==> src/common/ubf_pkg.sv <==
package ubf_pkg;
   // register byte addresses on the mcu bus
   localparam logic [15:0] ADDR_MODEM_CTRL = 16'hffa4;
   localparam logic [15:0] ADDR_FLOW_CTRL  = 16'hffa5;
   localparam logic [15:0] ADDR_DIV_LOW    = 16'hffa7;
   localparam logic [15:0] ADDR_DIV_HIGH   = 16'hffa8;
   localparam logic [15:0] ADDR_RESUME     = 16'hffa9;
   localparam logic [15:0] ADDR_PAUSE      = 16'hffaa;
   localparam logic [15:0] ADDR_IRQ_EN     = 16'hffab;
   localparam logic [15:0] ADDR_STATUS     = 16'hffac;
   localparam logic [15:0] ADDR_RX_LEVEL   = 16'hffad;
   localparam logic [15:0] ADDR_DMA_CTRL   = 16'hffae;

   // reset values
   localparam logic [7:0] RST_DIV_LOW   = 8'h08;
   localparam logic [7:0] RST_DIV_HIGH  = 8'h00;
   localparam logic [7:0] RST_RESUME    = 8'h00;
   localparam logic [7:0] RST_PAUSE     = 8'h00;
   localparam logic [2:0] RST_IRQ_EN    = 3'h0;
   localparam logic [7:0] RST_MODEM     = 8'h00;
   localparam logic [3:0] RST_FLOW      = 4'h0;
   localparam logic [7:0] RST_DMA_CTRL  = 8'h00;

   // interrupt-enable bit positions
   localparam int IE_MODEM  = 0;
   localparam int IE_STATUS = 1;
   localparam int IE_TXRX   = 2;

   // flow-control register bit positions
   localparam int FC_AUTO_CTS = 0;
   localparam int FC_AUTO_RTS = 1;
   localparam int FC_XON_RX   = 2;
   localparam int FC_XON_TX   = 3;

   // modem control and dma control bit positions
   localparam int MC_XON_SEL    = 5;
   localparam int DMA_CONT_BIT  = 5;

   // status bit positions
   localparam int ST_RESUME_HIT = 0;
   localparam int ST_PAUSE_HIT  = 1;
   localparam int ST_RX_OVF     = 2;
   localparam int ST_RTS        = 3;
   localparam int ST_TX_PAUSED  = 4;
   localparam int ST_DMA_HALF   = 5;
   localparam int ST_CTS_HOLD   = 6;

   // receive fifo marks
   localparam int RX_DEPTH     = 32;
   localparam int RX_HALT_MARK = 12;
   localparam int RX_RES_MARK  = 4;

   // buffer memory
   localparam int BUF_BYTES  = 512;
   localparam int DBUF_BYTES = 64;

   // reference divider: 6.5 = 13 master cycles per two ticks
   localparam int REF_DIV_X2    = 13;
   localparam int REF_FIRST_HOP = 6;
   localparam int OVERSAMPLE    = 16;
endpackage

==> src/common/ubf_baud_if.sv <==
interface ubf_baud_if;
   logic [15:0] divisor;
   logic        sample_tick;
   logic        bit_tick;
   logic        ref_tick;

   modport gen  (input divisor, output sample_tick, bit_tick, ref_tick);
   modport user (output divisor, input sample_tick, bit_tick, ref_tick);
endinterface

==> src/hdl/ubf_baud_gen.sv <==
module ubf_baud_gen
   import ubf_pkg::*;
(
   // clock and reset
   input  wire logic mclk_i,
   input  wire logic rst_i,
   // divisor in, ticks out
   ubf_baud_if.gen   baud
);
   logic [3:0]  phase_q;
   logic [15:0] div_cnt_q;
   logic [3:0]  over_cnt_q;
   logic        ref_q;
   logic        samp_q;
   logic        bit_q;

   wire phase_wrap = (phase_q == 4'(REF_DIV_X2 - 1));
   wire ref_now    = phase_wrap || (phase_q == 4'(REF_FIRST_HOP - 1));
   wire div_wrap   = (div_cnt_q == 16'h0000);
   wire samp_now   = ref_now && div_wrap;
   wire over_wrap  = (over_cnt_q == 4'(OVERSAMPLE - 1));

   // alternating 6 and 7 cycle hops average 6.5
   always_ff @(posedge mclk_i) begin
      if (rst_i) begin
         phase_q <= 4'h0;
      end else begin
         phase_q <= phase_wrap ? 4'h0 : phase_q + 4'h1;
      end
   end

   // divisor 0 counts 65536 ref ticks
   always_ff @(posedge mclk_i) begin
      if (rst_i) begin
         div_cnt_q <= 16'h0000;
      end else if (ref_now) begin
         div_cnt_q <= div_wrap ? baud.divisor - 16'h0001 : div_cnt_q - 16'h0001;
      end
   end

   always_ff @(posedge mclk_i) begin
      if (rst_i) begin
         over_cnt_q <= 4'h0;
      end else if (samp_now) begin
         over_cnt_q <= over_wrap ? 4'h0 : over_cnt_q + 4'h1;
      end
   end

   always_ff @(posedge mclk_i) begin
      if (rst_i) begin
         ref_q  <= 1'b0;
         samp_q <= 1'b0;
         bit_q  <= 1'b0;
      end else begin
         ref_q  <= ref_now;
         samp_q <= samp_now;
         bit_q  <= samp_now && over_wrap;
      end
   end

   assign baud.ref_tick    = ref_q;
   assign baud.sample_tick = samp_q;
   assign baud.bit_tick    = bit_q;
endmodule

==> src/hdl/ubf_top.sv <==
// How it works
// divisor high byte register, resets zero
// divisor low byte register, resets eight
// reference tick is master clock over 6.5
// reference divided by divisor, then sixteen
// divisor 8 or 1 gives documented rates
// resume match flags, interrupts when enabled
// pause match halts dma, interrupts when enabled
// flow characters sent use programmed values
// enable bits: modem, status, tx/rx
// enable bits 7..3 read as zero
// channel buffer with 64-byte x/y space
// dma and buffer manager use opposite halves
// firmware sets continuous bit for auto toggle
// receive fifo holds 32 bytes
// fixed marks at 12 and 4 bytes
// auto rts high at 12, low at 4
// between marks, rts and last character hold
// auto cts high suspends transmit dma
// cts, rts, xon/xoff enabled separately
// firmware selects xon/xoff via modem control
// pause sent at 12, resume sent at 4
// pause match stops tx dma, resume restarts
// mcu swaps only when y empty, x full
module ubf_top
   import ubf_pkg::*;
#(
   parameter int RX_DEPTH_P = ubf_pkg::RX_DEPTH,
   parameter int HALF_BYTES = ubf_pkg::DBUF_BYTES / 2
) (
   // clock and reset
   input  wire logic        mclk_i,
   input  wire logic        rst_i,
   // register port
   input  wire logic [15:0] reg_addr_i,
   input  wire logic [7:0]  reg_wdata_i,
   input  wire logic        reg_wr_i,
   input  wire logic        reg_rd_i,
   output logic      [7:0]  reg_rdata_o,
   // uart receiver byte in
   input  wire logic [7:0]  rx_byte_i,
   input  wire logic        rx_byte_valid_i,
   // receive dma
   input  wire logic        rx_dma_rd_i,
   output logic      [7:0]  rx_dma_data_o,
   output logic             rx_dma_avail_o,
   // buffer manager fills transmit halves
   input  wire logic [7:0]  ubm_wdata_i,
   input  wire logic        ubm_wr_i,
   output logic             ubm_ready_o,
   // transmit data register feed
   input  wire logic        tdr_ready_i,
   output logic      [7:0]  tdr_data_o,
   output logic             tdr_load_o,
   // flow-control character send
   input  wire logic        fc_tx_ready_i,
   output logic      [7:0]  fc_tx_char_o,
   output logic             fc_tx_valid_o,
   // modem lines
   input  wire logic        cts_i,
   output logic             rts_o,
   // baud ticks and interrupt
   output logic             sample_tick_o,
   output logic             bit_tick_o,
   output logic             irq_o
);
   localparam int CW = $clog2(RX_DEPTH_P + 1);
   localparam int PW = $clog2(RX_DEPTH_P);
   localparam int HW = $clog2(HALF_BYTES);
   localparam int LW = $clog2(HALF_BYTES + 1);

   ////////////////////////////////////////////////////////////////////////
   // registers
   logic [7:0] div_low_q, div_high_q, resume_q, pause_q;
   logic [2:0] irq_en_q;
   logic [7:0] modem_q;
   logic [3:0] flow_q;
   logic [7:0] dma_ctrl_q;
   logic [2:0] flags_q;
   logic [2:0] flags_d;

   function automatic logic hit(input logic [15:0] a, input logic [15:0] r);
      return a == r;
   endfunction

   wire wr_div_low  = reg_wr_i && hit(reg_addr_i, ADDR_DIV_LOW);
   wire wr_div_high = reg_wr_i && hit(reg_addr_i, ADDR_DIV_HIGH);
   wire wr_resume   = reg_wr_i && hit(reg_addr_i, ADDR_RESUME);
   wire wr_pause    = reg_wr_i && hit(reg_addr_i, ADDR_PAUSE);
   wire wr_irq_en   = reg_wr_i && hit(reg_addr_i, ADDR_IRQ_EN);
   wire wr_modem    = reg_wr_i && hit(reg_addr_i, ADDR_MODEM_CTRL);
   wire wr_flow     = reg_wr_i && hit(reg_addr_i, ADDR_FLOW_CTRL);
   wire wr_dma      = reg_wr_i && hit(reg_addr_i, ADDR_DMA_CTRL);
   wire wr_status   = reg_wr_i && hit(reg_addr_i, ADDR_STATUS);

   always_ff @(posedge mclk_i) begin
      if (rst_i) begin
         div_low_q  <= RST_DIV_LOW;
         div_high_q <= RST_DIV_HIGH;
         resume_q   <= RST_RESUME;
         pause_q    <= RST_PAUSE;
         irq_en_q   <= RST_IRQ_EN;
         modem_q    <= RST_MODEM;
         flow_q     <= RST_FLOW;
         dma_ctrl_q <= RST_DMA_CTRL;
      end else begin
         if (wr_div_low)  div_low_q  <= reg_wdata_i;
         if (wr_div_high) div_high_q <= reg_wdata_i;
         if (wr_resume)   resume_q   <= reg_wdata_i;
         if (wr_pause)    pause_q    <= reg_wdata_i;
         if (wr_irq_en)   irq_en_q   <= reg_wdata_i[2:0];
         if (wr_modem)    modem_q    <= reg_wdata_i;
         if (wr_flow)     flow_q     <= reg_wdata_i[3:0];
         if (wr_dma)      dma_ctrl_q <= reg_wdata_i;
      end
   end

   ////////////////////////////////////////////////////////////////////////
   // mode decode
   wire xon_sel    = modem_q[MC_XON_SEL] && (modem_q[7:6] == 2'b00);
   wire auto_cts   = flow_q[FC_AUTO_CTS];
   wire auto_rts   = flow_q[FC_AUTO_RTS];
   wire xon_rx_en  = flow_q[FC_XON_RX] && xon_sel;
   wire xon_tx_en  = flow_q[FC_XON_TX] && xon_sel;
   wire cont_mode  = dma_ctrl_q[DMA_CONT_BIT];

   ////////////////////////////////////////////////////////////////////////
   // baud generator
   ubf_baud_if baud ();
   assign baud.divisor = {div_high_q, div_low_q};

   ubf_baud_gen u_baud (
      .mclk_i (mclk_i),
      .rst_i  (rst_i),
      .baud   (baud.gen)
   );

   ////////////////////////////////////////////////////////////////////////
   // receive fifo
   logic [7:0]    rx_mem [RX_DEPTH_P];
   logic [PW-1:0] rx_wp_q, rx_rp_q;
   logic [CW-1:0] rx_cnt_q;
   logic [7:0]    rx_out_q;
   logic          rx_avail_q;

   wire rx_full  = (rx_cnt_q == CW'(RX_DEPTH_P));
   wire rx_empty = (rx_cnt_q == '0);
   wire rx_push  = rx_byte_valid_i && !rx_full;
   wire rx_pop   = rx_dma_rd_i && !rx_empty;
   wire rx_ovf   = rx_byte_valid_i && rx_full;
   wire [CW-1:0] rx_cnt_d = rx_cnt_q + CW'(rx_push) - CW'(rx_pop);
   wire at_halt  = (rx_cnt_d >= CW'(RX_HALT_MARK));
   wire at_res   = (rx_cnt_d <= CW'(RX_RES_MARK));

   always_ff @(posedge mclk_i) begin
      if (rx_push) rx_mem[rx_wp_q] <= rx_byte_i;
   end

   always_ff @(posedge mclk_i) begin
      if (rst_i) begin
         rx_wp_q    <= '0;
         rx_rp_q    <= '0;
         rx_cnt_q   <= '0;
         rx_out_q   <= 8'h00;
         rx_avail_q <= 1'b0;
      end else begin
         if (rx_push) rx_wp_q <= PW'(rx_wp_q + 1'b1);
         if (rx_pop) rx_rp_q <= PW'(rx_rp_q + 1'b1);
         if (rx_pop) rx_out_q <= rx_mem[rx_rp_q];
         rx_cnt_q   <= rx_cnt_d;
         rx_avail_q <= (rx_cnt_d != '0);
      end
   end

   ////////////////////////////////////////////////////////////////////////
   // character match on received bytes
   wire resume_hit = rx_byte_valid_i && (rx_byte_i == resume_q);
   wire pause_hit  = rx_byte_valid_i && (rx_byte_i == pause_q);

   // set wins over write-one-to-clear
   assign flags_d = (flags_q & ~(wr_status ? reg_wdata_i[2:0] : 3'h0))
                  | {rx_ovf, pause_hit, resume_hit};

   logic tx_paused_q;
   always_ff @(posedge mclk_i) begin
      if (rst_i) begin
         flags_q     <= 3'h0;
         tx_paused_q <= 1'b0;
      end else begin
         flags_q <= flags_d;
         if (!xon_tx_en) tx_paused_q <= 1'b0;
         else if (pause_hit) tx_paused_q <= 1'b1;
         else if (resume_hit) tx_paused_q <= 1'b0;
      end
   end

   ////////////////////////////////////////////////////////////////////////
   // receive flow control: rts and pause/resume characters
   logic rts_q;
   logic paused_sent_q;
   logic fc_valid_q;
   logic [7:0] fc_char_q;

   always_ff @(posedge mclk_i) begin
      if (rst_i) begin
         rts_q <= 1'b0;
      end else if (!auto_rts) begin
         rts_q <= 1'b0;
      end else if (at_halt) begin
         rts_q <= 1'b1;
      end else if (at_res) begin
         rts_q <= 1'b0;
      end
   end

   wire fc_busy   = fc_valid_q && !fc_tx_ready_i;
   wire want_off  = xon_rx_en && at_halt && !paused_sent_q;
   wire want_on   = xon_rx_en && at_res && paused_sent_q;

   always_ff @(posedge mclk_i) begin
      if (rst_i) begin
         paused_sent_q <= 1'b0;
         fc_valid_q    <= 1'b0;
         fc_char_q     <= 8'h00;
      end else if (!fc_busy) begin
         fc_valid_q <= want_off || want_on;
         if (want_off) begin
            fc_char_q     <= pause_q;
            paused_sent_q <= 1'b1;
         end else if (want_on) begin
            fc_char_q     <= resume_q;
            paused_sent_q <= 1'b0;
         end else if (!xon_rx_en) begin
            paused_sent_q <= 1'b0;
         end
      end
   end

   ////////////////////////////////////////////////////////////////////////
   // transmit x/y double buffer
   logic [7:0]    dbuf [2][HALF_BYTES];
   logic          dma_half_q;
   logic [HW-1:0] dma_rp_q, ubm_wp_q;
   logic [LW-1:0] dma_left_q, ubm_fill_q;
   logic [7:0]    tdr_q;
   logic          tdr_load_q;
   logic          ubm_ready_q;

   wire ubm_half   = !dma_half_q;
   wire ubm_full   = (ubm_fill_q == LW'(HALF_BYTES));
   wire ubm_push   = ubm_wr_i && !ubm_full;
   wire dma_empty  = (dma_left_q == '0);
   wire cts_hold   = auto_cts && cts_i;
   wire tx_go      = !cts_hold && !tx_paused_q;
   wire dma_pop    = tdr_ready_i && tx_go && !dma_empty && !tdr_load_q;
   // halves trade only when dma side drained and other side full
   wire swap       = cont_mode && dma_empty && ubm_full;

   always_ff @(posedge mclk_i) begin
      if (ubm_push) dbuf[ubm_half][ubm_wp_q] <= ubm_wdata_i;
   end

   always_ff @(posedge mclk_i) begin
      if (rst_i) begin
         dma_half_q <= 1'b0;
         dma_rp_q   <= '0;
         ubm_wp_q   <= '0;
         dma_left_q <= '0;
         ubm_fill_q <= '0;
      end else if (swap) begin
         dma_half_q <= !dma_half_q;
         dma_rp_q   <= '0;
         ubm_wp_q   <= '0;
         dma_left_q <= ubm_fill_q;
         ubm_fill_q <= '0;
      end else begin
         if (ubm_push) begin
            ubm_wp_q   <= HW'(ubm_wp_q + 1'b1);
            ubm_fill_q <= LW'(ubm_fill_q + 1'b1);
         end
         if (dma_pop) begin
            dma_rp_q   <= HW'(dma_rp_q + 1'b1);
            dma_left_q <= LW'(dma_left_q - 1'b1);
         end
      end
   end

   always_ff @(posedge mclk_i) begin
      if (rst_i) begin
         tdr_q       <= 8'h00;
         tdr_load_q  <= 1'b0;
         ubm_ready_q <= 1'b0;
      end else begin
         tdr_load_q  <= dma_pop;
         if (dma_pop) tdr_q <= dbuf[dma_half_q][dma_rp_q];
         ubm_ready_q <= !swap && (ubm_fill_q + LW'(ubm_push) < LW'(HALF_BYTES));
      end
   end

   ////////////////////////////////////////////////////////////////////////
   // read data and interrupt
   logic [7:0] rdata_q;
   logic       irq_q;
   logic [7:0] status_w;

   assign status_w = {1'b0, cts_hold, dma_half_q, tx_paused_q, rts_q, flags_q};

   wire [7:0] rd_mux =
        hit(reg_addr_i, ADDR_DIV_LOW)    ? div_low_q :
        hit(reg_addr_i, ADDR_DIV_HIGH)   ? div_high_q :
        hit(reg_addr_i, ADDR_RESUME)     ? resume_q :
        hit(reg_addr_i, ADDR_PAUSE)      ? pause_q :
        hit(reg_addr_i, ADDR_IRQ_EN)     ? {5'h00, irq_en_q} :
        hit(reg_addr_i, ADDR_MODEM_CTRL) ? modem_q :
        hit(reg_addr_i, ADDR_FLOW_CTRL)  ? {4'h0, flow_q} :
        hit(reg_addr_i, ADDR_DMA_CTRL)   ? dma_ctrl_q :
        hit(reg_addr_i, ADDR_STATUS)     ? status_w :
        hit(reg_addr_i, ADDR_RX_LEVEL)   ? 8'(rx_cnt_q) :
                                           8'h00;

   always_ff @(posedge mclk_i) begin
      if (rst_i) begin
         rdata_q <= 8'h00;
         irq_q   <= 1'b0;
      end else begin
         rdata_q <= reg_rd_i ? rd_mux : 8'h00;
         irq_q   <= irq_en_q[IE_STATUS] && (|flags_d);
      end
   end

   ////////////////////////////////////////////////////////////////////////
   // outputs
   logic samp_q, bitt_q;
   always_ff @(posedge mclk_i) begin
      if (rst_i) begin
         samp_q <= 1'b0;
         bitt_q <= 1'b0;
      end else begin
         samp_q <= baud.sample_tick;
         bitt_q <= baud.bit_tick;
      end
   end

   assign reg_rdata_o    = rdata_q;
   assign rx_dma_data_o  = rx_out_q;
   assign rx_dma_avail_o = rx_avail_q;
   assign ubm_ready_o    = ubm_ready_q;
   assign tdr_data_o     = tdr_q;
   assign tdr_load_o     = tdr_load_q;
   assign fc_tx_char_o   = fc_char_q;
   assign fc_tx_valid_o  = fc_valid_q;
   assign rts_o          = rts_q;
   assign sample_tick_o  = samp_q;
   assign bit_tick_o     = bitt_q;
   assign irq_o          = irq_q;
endmodule

==> config.mk <==
export PLATFORM = sky130hd
export DESIGN_NAME = ubf_top
export DESIGN_NICKNAME = d
export VERILOG_FILES = /design/src/common/ubf_pkg.sv /design/src/common/ubf_baud_if.sv /design/src/hdl/ubf_baud_gen.sv /design/src/hdl/ubf_top.sv
export SDC_FILE = /design/constraint.sdc
export NUM_CORES = 1
export LEC_CHECK = 0
export BUFFER_PORTS_ARGS = -buffer_cell sky130_fd_sc_hd__buf_2
export CAP_MARGIN = 20
export CORE_UTILIZATION = 40
export CTS_CLUSTER_SIZE = 14
export DETAILED_ROUTE_END_ITERATION = 8
export GPL_ROUTABILITY_DRIVEN = 0
export RECOVER_POWER = 25
export SYNTH_ARGS = -nofsm -noshare
export SYNTH_HDL_FRONTEND = slang
export SYNTH_HIERARCHICAL = 1
export SYNTH_SLANG_ARGS = --single-unit
==> constraint.sdc <==
create_clock -name mclk_i -period 9.55 [get_ports mclk_i]
set_input_delay 1.91 -clock mclk_i [delete_from_list [all_inputs] [get_ports mclk_i]]
set_output_delay 1.91 -clock mclk_i [all_outputs]
set_load 0.01 [all_outputs]
# == After elaboration in Yosys (flattened, before gate mapping) ==
# Memory sizes are Yosys's and may differ from the RTL's. A register that Yosys moved wholly into a read port is not among the register bits.
# Cells that the tools add are included.
# word_totals
ram_bits,768
inputBits,50
register_bits,157
memories,2
word_cells,183
output_inout_bits,40
# op_classes
n_bitwise,9
mux,35
n_lt_le_gt_ge,6
n_reduce_logical,65
n_addsub,13
eq_ne,18
# memory_table
memory,depth,word_bits,rd,rd_ports_with_merged_regs,wr,line_no,rtl
dbuf,2,256,1,1,1,ubf_top.sv:241,logic [7:0] dbuf [2][HALF_BYTES];
rx_mem,32,8,1,1,1,ubf_top.sv:140,logic [7:0] rx_mem [RX_DEPTH_P];
# ops
op,n
256-bit 2-to-1 mux,1
"16-bit == test, second input constant",10
8-bit 2-to-1 mux,13
8-bit binary-select mux with 5-bit select,1
8-bit demux with 5-bit select,1
1-bit logical AND,35
"16-bit by 1-bit subtractor with 16-bit output, second input constant",2
"5-bit by 1-bit adder with 5-bit output, second input constant",4
6-bit 2-to-1 mux,3
8-bit == test,2
16-bit zero test,1
16-bit 2-to-1 mux,1
6-bit by 1-bit adder with 6-bit output,2
"6-bit == test, second input constant",2
"6-bit >= comparator, second input constant",2
6-bit zero test,2
1-bit 2-to-1 mux,12
5-bit NOT with 6-bit output,2
1-bit zero test,11
2-bit OR reduction,5
"4-bit by 1-bit adder with 4-bit output, second input constant",2
"4-bit == test, second input constant",2
2-bit nonzero test,4
7-bit 2-to-1 mux,1
20 further kinds,25

# == Depth between registers and ports, before layout ==
# Gate-level depths: netlist (run 1).
# depth
ltp_word,11
mapped_depth,17
mapped_depth_nobuf,16

# == By module ==
# The synthesis (run 1) kept the hierarchy.
# by_module_without_submodules
module,instances,seq_area_each_um2,cells_per_inst,area_per_inst_um2
ubf_top,1,25864.8,2168,36452.5
ubf_baud_gen,1,540.5,201,1685.4

# == Worst setup path after synthesis (run 1) ==
# No wires, ideal clock.
# synth_path
path_type,in2reg
startpoint,input rx_dma_rd_i
endpoint,register fc_char_q[0] (netlist: fc_tx_char_o[0])
stages,14
required_ns,9.431
setup_time_ns,0.119
path_slack_ns,4.378
arrival_time_ns,5.054
n_path_buf,2
cell_sequence,a21boi_0 > clkbuf_1 > ha_1 > inv_1 > ha_1 > inv_1 > fa_1 > nand2b_1 > a21oi_1 > mux2i_1 > a32oi_2 > or3_1 > buf_2 > o221a_1
# synth_between
elab_chain_len,7
elab_cells_between_ends,11
classes_between,1 x add/sub; 2 x order compare; 1 x mux; 7 x reduce/logical
# synth_rtl
item,line_no,rtl
from (decl),ubf_top.sv:44,"input wire logic rx_dma_rd_i,"
1-bit logical AND *,ubf_top.sv:149,wire rx_pop = rx_dma_rd_i && !rx_empty;
named net rx_pop,ubf_top.sv:149,
6-bit by 1-bit subtractor with 6-bit output *,ubf_top.sv:151,wire [CW-1:0] rx_cnt_d = rx_cnt_q + CW'(rx_push) - CW'(rx_pop);
6-bit by 4-bit >= comparator with 1-bit output or 6-bit by 3-bit <= comparator with 1-bit output (tied branches),"ubf_top.sv:152, ubf_top.sv:153",
"1-bit logical AND, on equally long branches (2 in a row)","ubf_top.sv:217, ubf_top.sv:218",
2-bit nonzero test (no source line),-,
2-bit AND reduction (no source line),-,
to (signal assigned),ubf_top.sv:228,fc_char_q <= pause_q;
to (signal assigned),ubf_top.sv:231,fc_char_q <= resume_q;
to (decl),ubf_top.sv:202,logic [7:0] fc_char_q;
# Mark *: on every way through the listed nets, which the timed path passes. The rest lies on a longest branch.
# A chain may end at the register's enable or synchronous reset.

# == Final worst setup path (run 1) ==
# layout_path
startpoint,input rx_dma_rd_i
endpoint,register fc_char_q[2] (netlist: fc_tx_char_o[2])
# layout_between
elab_chain_len,7
elab_cells_between_ends,11
classes_between,1 x add/sub; 2 x order compare; 1 x mux; 7 x reduce/logical
# layout_rtl
item,line_no
1-bit logical AND *,ubf_top.sv:149
6-bit by 1-bit subtractor with 6-bit output *,ubf_top.sv:151
6-bit by 4-bit >= comparator with 1-bit output or 6-bit by 3-bit <= comparator with 1-bit output (tied branches),"ubf_top.sv:152, ubf_top.sv:153"
"1-bit logical AND, on equally long branches (2 in a row)","ubf_top.sv:217, ubf_top.sv:218"
2-bit nonzero test (no source line),-
2-bit AND reduction (no source line),-
# Every way passes the cells marked *; elsewhere a longest branch is shown, timed or not.

==> results of run 1 <==
[worst reg2reg max path, stage by stage (launching register included)]
cell and delay (ns):
dfxtp_1 0.41, inv_1 0.10, ha_1 0.22, nor3b_1 0.18, a21boi_2 0.81, ha_1 0.40, inv_1 0.05, ha_1 0.14
inv_1 0.06, fa_1 0.48, nand2b_1 0.23, a21oi_1 0.25, mux2i_1 0.30, nand3_1 0.35, o2bb2ai_1 0.39, o221a_1 0.33
[worst min path at each step]
stage / from / endpoint / slack [ns] / cells past startpoint
3_5_place_dp: dma_ctrl_q[2] / dma_ctrl_q[2] / 0.45 / 2
4_1_cts: dma_ctrl_q[2] / dma_ctrl_q[2] / 0.46 / 2
3_3_place_gp: dma_ctrl_q[2] / dma_ctrl_q[2] / 0.44 / 2
2_1_floorplan: u_baud/baud.bit_tick / bit_tick_o / 0.41 / 1
6_report: u_baud/baud.sample_tick / sample_tick_o / 0.45 / 1
5_1_grt: u_baud/baud.sample_tick / sample_tick_o / 0.47 / 1
[final cells by class]
cell class / count / area (um^2)
clock buffers: 122 / 2650
flip-flops and latches: 934 / 26400
well taps: 1254 / 1570
clock inverters: 56 / 563
repair buffers: 112 / 594
fillers: 8103 / 51000
inverters: 30 / 113
multi-input cells: 1266 / 11000
[stage by stage]
| stage | area [um^2] | hold slack, ns | power [mW] |
|---|---|---|---|
| after floorplan | 38100 | 0.414 | 5.65 |
| after global routing | 42800 | 0.472 | 10.2 |
| final | 42800 | 0.452 | 9.84 |
| after detailed placement | 39600 | 0.447 | 6.11 |
| after global placement | 39600 | 0.443 | 6.07 |
| after CTS | 42800 | 0.457 | 9.91 |
[registers in the layout, indices dropped and copies added, names as in the netlist, 8 cells and up, named ones only]
signal            flops
reg_rdata_o           8
resume_q              8
pause_q               8
dbuf                512
rx_mem              256
u_baud/div_cnt_q     16
fc_tx_char_o          8
modem_q               8
div_high_q            8
div_low_q             8
rx_dma_data_o         8
dma_ctrl_q            8
tdr_data_o            8
[report_power, final]
| part | total [mW] | internal, mW | switching, mW |
|---|---|---|---|
| clock network | 3.81 | 2.23 | 1.57 |
| registers | 4.61 | 4.49 | 0.116 |
| logic | 1.42 | 0.587 | 0.831 |
| total | 9.84 | 7.31 | 2.52 |
[per-layer routing]
layer	vias to the layer above	routed length [um]	GRT usage
li1	9417	-	-
met4	2	2440	0.0586
met2	748	41500	0.282
met1	10800	37400	0.250
met5	-	8	0
met3	171	5860	0.0345
==> reports/results.ini, run 1 <==
[critical_path]
path_cells = buf_2 -> a21boi_2 -> ha_1 -> inv_1 -> ha_1 -> inv_1 -> fa_1 -> nand2b_1 -> a21oi_1 -> mux2i_1 -> nand3_1 -> o2bb2ai_1 -> o221a_1
r2r_cells = 15
cpPeakStageDelay_ns = 0.80
endpoint = fc_tx_char_o[2]
crit_cells = 13
cp_top_family = compound AO/OA/AOI/OAI gates
crit_required_ns = 10.11
worst-setup-path-type = in2reg
rrSetupSlack_ns = 4.71
setup.worst_path.start_class = primary input
cp.arrival_ns = 5.82
reg2reg_to = fc_tx_char_o[2]
r2r_start = rx_cnt_q[2]
worst-path-buf-inv = 3
crit_slowest_cell = a21boi_2
worstSetupEndpointType = flop
crit_fanout = 22
crit_path_start = rx_dma_rd_i

[clocking]
clockRootBuffer = clkbuf_16
ctsResizeCount = 0
postCtsSetupRepairBufs = 0
cts.sinks = 934
cts_buffers = 97
cts-htree-levels = 3
clk_latency_ns = 0.67
cts_tree = done
postCtsHoldBufs = 0
clockBufferDepth = 3
clk_pin_slew_worst_paths_ns = 0.06

[drt]
avgRoutedWirePerCell_um = 23.1
drt_iter0_drc = 1862
drtAntennaViolNets = 0
drc = 0
dr.pass1.iters = 7
routed-via-count = 21100
via_per_inst = 5.60
wirelength_mm = 87.2

[synth]
ys.warnings.count = 6
synth_cells = 2368
synth_area_um2 = 38100
syn_avg_cell_area_um2 = 16.1
syn_nets = 2446

[grt]
grt.overflow.total = 0
grt_pass1_wl_mm = 132
grt_pass1_vias = 21200
track_usage = 0.179
grt_max_degree = 99
antenna_found_initial = 3

[timing]
hold_violations = 0
finalSetupViolations = 0
skew_ns = 0.0225
fin_ws_ns = 4.29
setup_tns_ns = 0
rsz0062_at_grt = no
period_share = 0.551
fmax_mhz = 190
final_max_slew_viol_count = 578
worst_pin_slew_ns = 3.06
layout_min_cycle_time_ns = 5.26
slew_headroom = -1.04

[die]
start_util = 0.406
die_x_um = 311
dieArea_um2 = 96500
row_count = 112
core_um2 = 93900
io_pins = 90
dieHeight_um = 311

[cells_and_area]
antenna_cells = 0
drive_gt1_frac = 0.179
final_common_cell = edfxtp_1
final_cell_mix = edfxtp_1 (768), nor2_1 (198), mux4_2 (173), dfxtp_1 (161), nand2_1 (153)
layout.cells.non_filler = 3774
syn_to_final_growth_pct = 12.4
fin_nets = 2519
post-route-util = 0.456

[power_and_ir_drop]
leakagePower_nw = 13.4
vdd_drop_max_uv = 180
p_per_area_nw_per_um2 = 230

[hold_path]
hp-class = reg2reg

[placement]
dp_hpwl_mm = 53.8
port_buffers = 89
dp_slack_ns = 3.63
dp.cells = 3593

[job]
drv_cap = 13

[status]
outcome = finished, violations left
violations = max-capacitance violations, max-slew violations

(Power assumes the default switching activity.)
==> run 2, diff against run 1 <==
- clock period: 9.55 -> 5.2 ns (I/O delays scaled with it)
==> run 2 against run 1 <==
Against the previous run:
- the run still ends with max-capacitance violations, max-slew violations left
- register-to-register slack worse by 3.9 ns
- combinational power increased by 79%
- final area is essentially flat
- total power up 81%
- clock power grew 76%
- first-iteration DRC count grew 1.5%
- routed wire length is 1.1% higher
- largest cell class unchanged
- critical path depth increased by 4
- sequential power grew 85%
- non-clock buffer count up 11
==> reports/results.ini, run 2 (synthesized netlist as in run 1, its figures left out) <==
[critical_path]
crit_path_start = rx_cnt_q[3]
crit_fanout = 11
worstSetupEndpointType = flop
reg2reg_to = fc_tx_char_o[7]
worst-setup-path-type = reg2reg
r2r_cells = 17
setup.worst_path.start_class = flop
r2r_start = rx_cnt_q[3]
rrSetupSlack_ns = 0.85
crit_required_ns = 5.76
cp.arrival_ns = 4.91

[grt]
track_usage = 0.182
grt.overflow.total = 0
grt_pass1_vias = 21500
grt_pass1_wl_mm = 135
grt_max_degree = 65
antenna_found_initial = 3

[timing]
slew_headroom = -1.28
hold_ws_ns = 0.439
finalSetupViolations = 0
final_max_slew_viol_count = 649
layout_min_cycle_time_ns = 4.35
setup_tns_ns = 0
fin_ws_ns = 0.846
hold_violations = 0
skew_ns = 0.0236
rsz0062_at_grt = no
fmax_mhz = 230
period_share = 0.837
worst_pin_slew_ns = 3.41

[cells_and_area]
fin_nets = 2530
n_fill_cell = 8125
largest_registers = dbuf (512), rx_mem (256), u_baud/div_cnt_q (16)
largest_register_ffs = 512
drive_gt1_frac = 0.182
final_common_cell = edfxtp_1
top_register = dbuf
syn_to_final_growth_pct = 12.4
multiInputGateArea_um2 = 11000
design_area_um2 = 42800
antenna_cells = 0
regArea_um2 = 26400
final_cell_mix = edfxtp_1 (768), nor2_1 (198), mux4_2 (173), dfxtp_1 (161), nand2_1 (153)

[hold_path]
holdPathStages = 1
min_to = bit_tick_o
hp-start = u_baud/baud.bit_tick
hp-class = reg2reg

[drt]
drtAntennaViolNets = 0
routed-via-count = 21300
drt_iter0_drc = 1890
via_per_inst = 5.62
drc = 0
dr.pass1.iters = 7
wirelength_mm = 88.2
avgRoutedWirePerCell_um = 23.3

[job]
drv_cap = 14

[die]
dieArea_um2 = 96500
core_um2 = 93900
start_util = 0.406
row_count = 112
die_x_um = 311
dieHeight_um = 311
io_pins = 90

[clocking]
cts-htree-levels = 3
cts_buffers = 97
cts_tree = done
postCtsSetupRepairBufs = 0
postCtsHoldBufs = 0
clk_pin_slew_worst_paths_ns = 0.06
clockRootBuffer = clkbuf_16
ctsResizeCount = 0
clk_latency_ns = 0.67
cts.sinks = 934
clockBufferDepth = 3

[power_and_ir_drop]
leakagePower_nw = 13.4
p_per_area_nw_per_um2 = 415
power_mw = 17.8
vdd_drop_max_uv = 293

[placement]
dp_slack_ns = 0.610
port_buffers = 89
dp_hpwl_mm = 55.1
placedInstanceArea_um2 = 39800

[status]
violations = max-capacitance violations, max-slew violations
outcome = finished, violations left

==> run 2: cell types whose count changed in the layout (fill, tap and decap cells not counted), sizes merged <==
cell / delta
buf: +10
clkinv: +2
inv: -1
bufinv: -2
clkbuf: -4
==> run 2: layout make-up <==
class	count	share of cell area
Clock buffer	117	0.0591
Clock inverter	55	0.0124
Tap cell	1254	0.0366
Timing Repair Buffer	123	0.0169
Sequential cell	934	0.616
Multi-Input combinational cell	1266	0.256
Inverter	30	0.00263
==> run 2: per-layer routing <==
metal / GRT usage / up-vias / routed length, um
met3: 0.0267 / 151 / 5330
met2: 0.290 / 710 / 42200
met5: 0 / - / 0
li1: - / 9433 / -
met1: 0.260 / 11000 / 38600
met4: 0.0525 / 0 / 2050
==> run 2: worst max-delay path by stage <==
stage | to | slack, ns | depth (start not counted)
after global placement | fc_tx_char_o[0] | 0.76 | 15
after global routing | fc_tx_char_o[7] | 0.54 | 17
after detailed placement | fc_tx_char_o[7] | 0.61 | 15
final | fc_tx_char_o[7] | 0.85 | 17
after CTS | fc_tx_char_o[7] | 0.89 | 17
after floorplan | fc_tx_char_o[0] | 0.90 | 14
==> run 2: report_power, final <==
part / total [mW] / internal (mW) / switching, mW / leakage, nW
clock: 6.71 / 3.87 / 2.84 / 1.50
sequential: 8.52 / 8.26 / 0.268 / 8.26
combinational: 2.54 / 1.07 / 1.47 / 3.60
total: 17.8 / 13.2 / 4.57 / 13.4
==> run 2: metrics by stage <==
step / instances / util
2_1_floorplan: 2368 / -
3_3_place_gp: 3604 / 0.423
3_5_place_dp: 3604 / 0.423
4_1_cts: 3776 / 0.456
5_1_grt: 3779 / 0.456
6_report: 3779 / 0.456
==> run 2: critical path: stages, from the launching register on <==
cell and delay, ns:
dfxtp_1 0.33, inv_1 0.09, ha_1 0.14, nor3b_1 0.38, a21boi_1 0.13, buf_4 0.18, inv_1 0.06, ha_1 0.22
inv_1 0.06, ha_1 0.15, inv_1 0.06, fa_1 0.45, nand2b_1 0.24, a21oi_1 0.31, mux2i_1 0.33, nand3_1 0.36
o2bb2ai_1 0.39, o221a_1 0.33
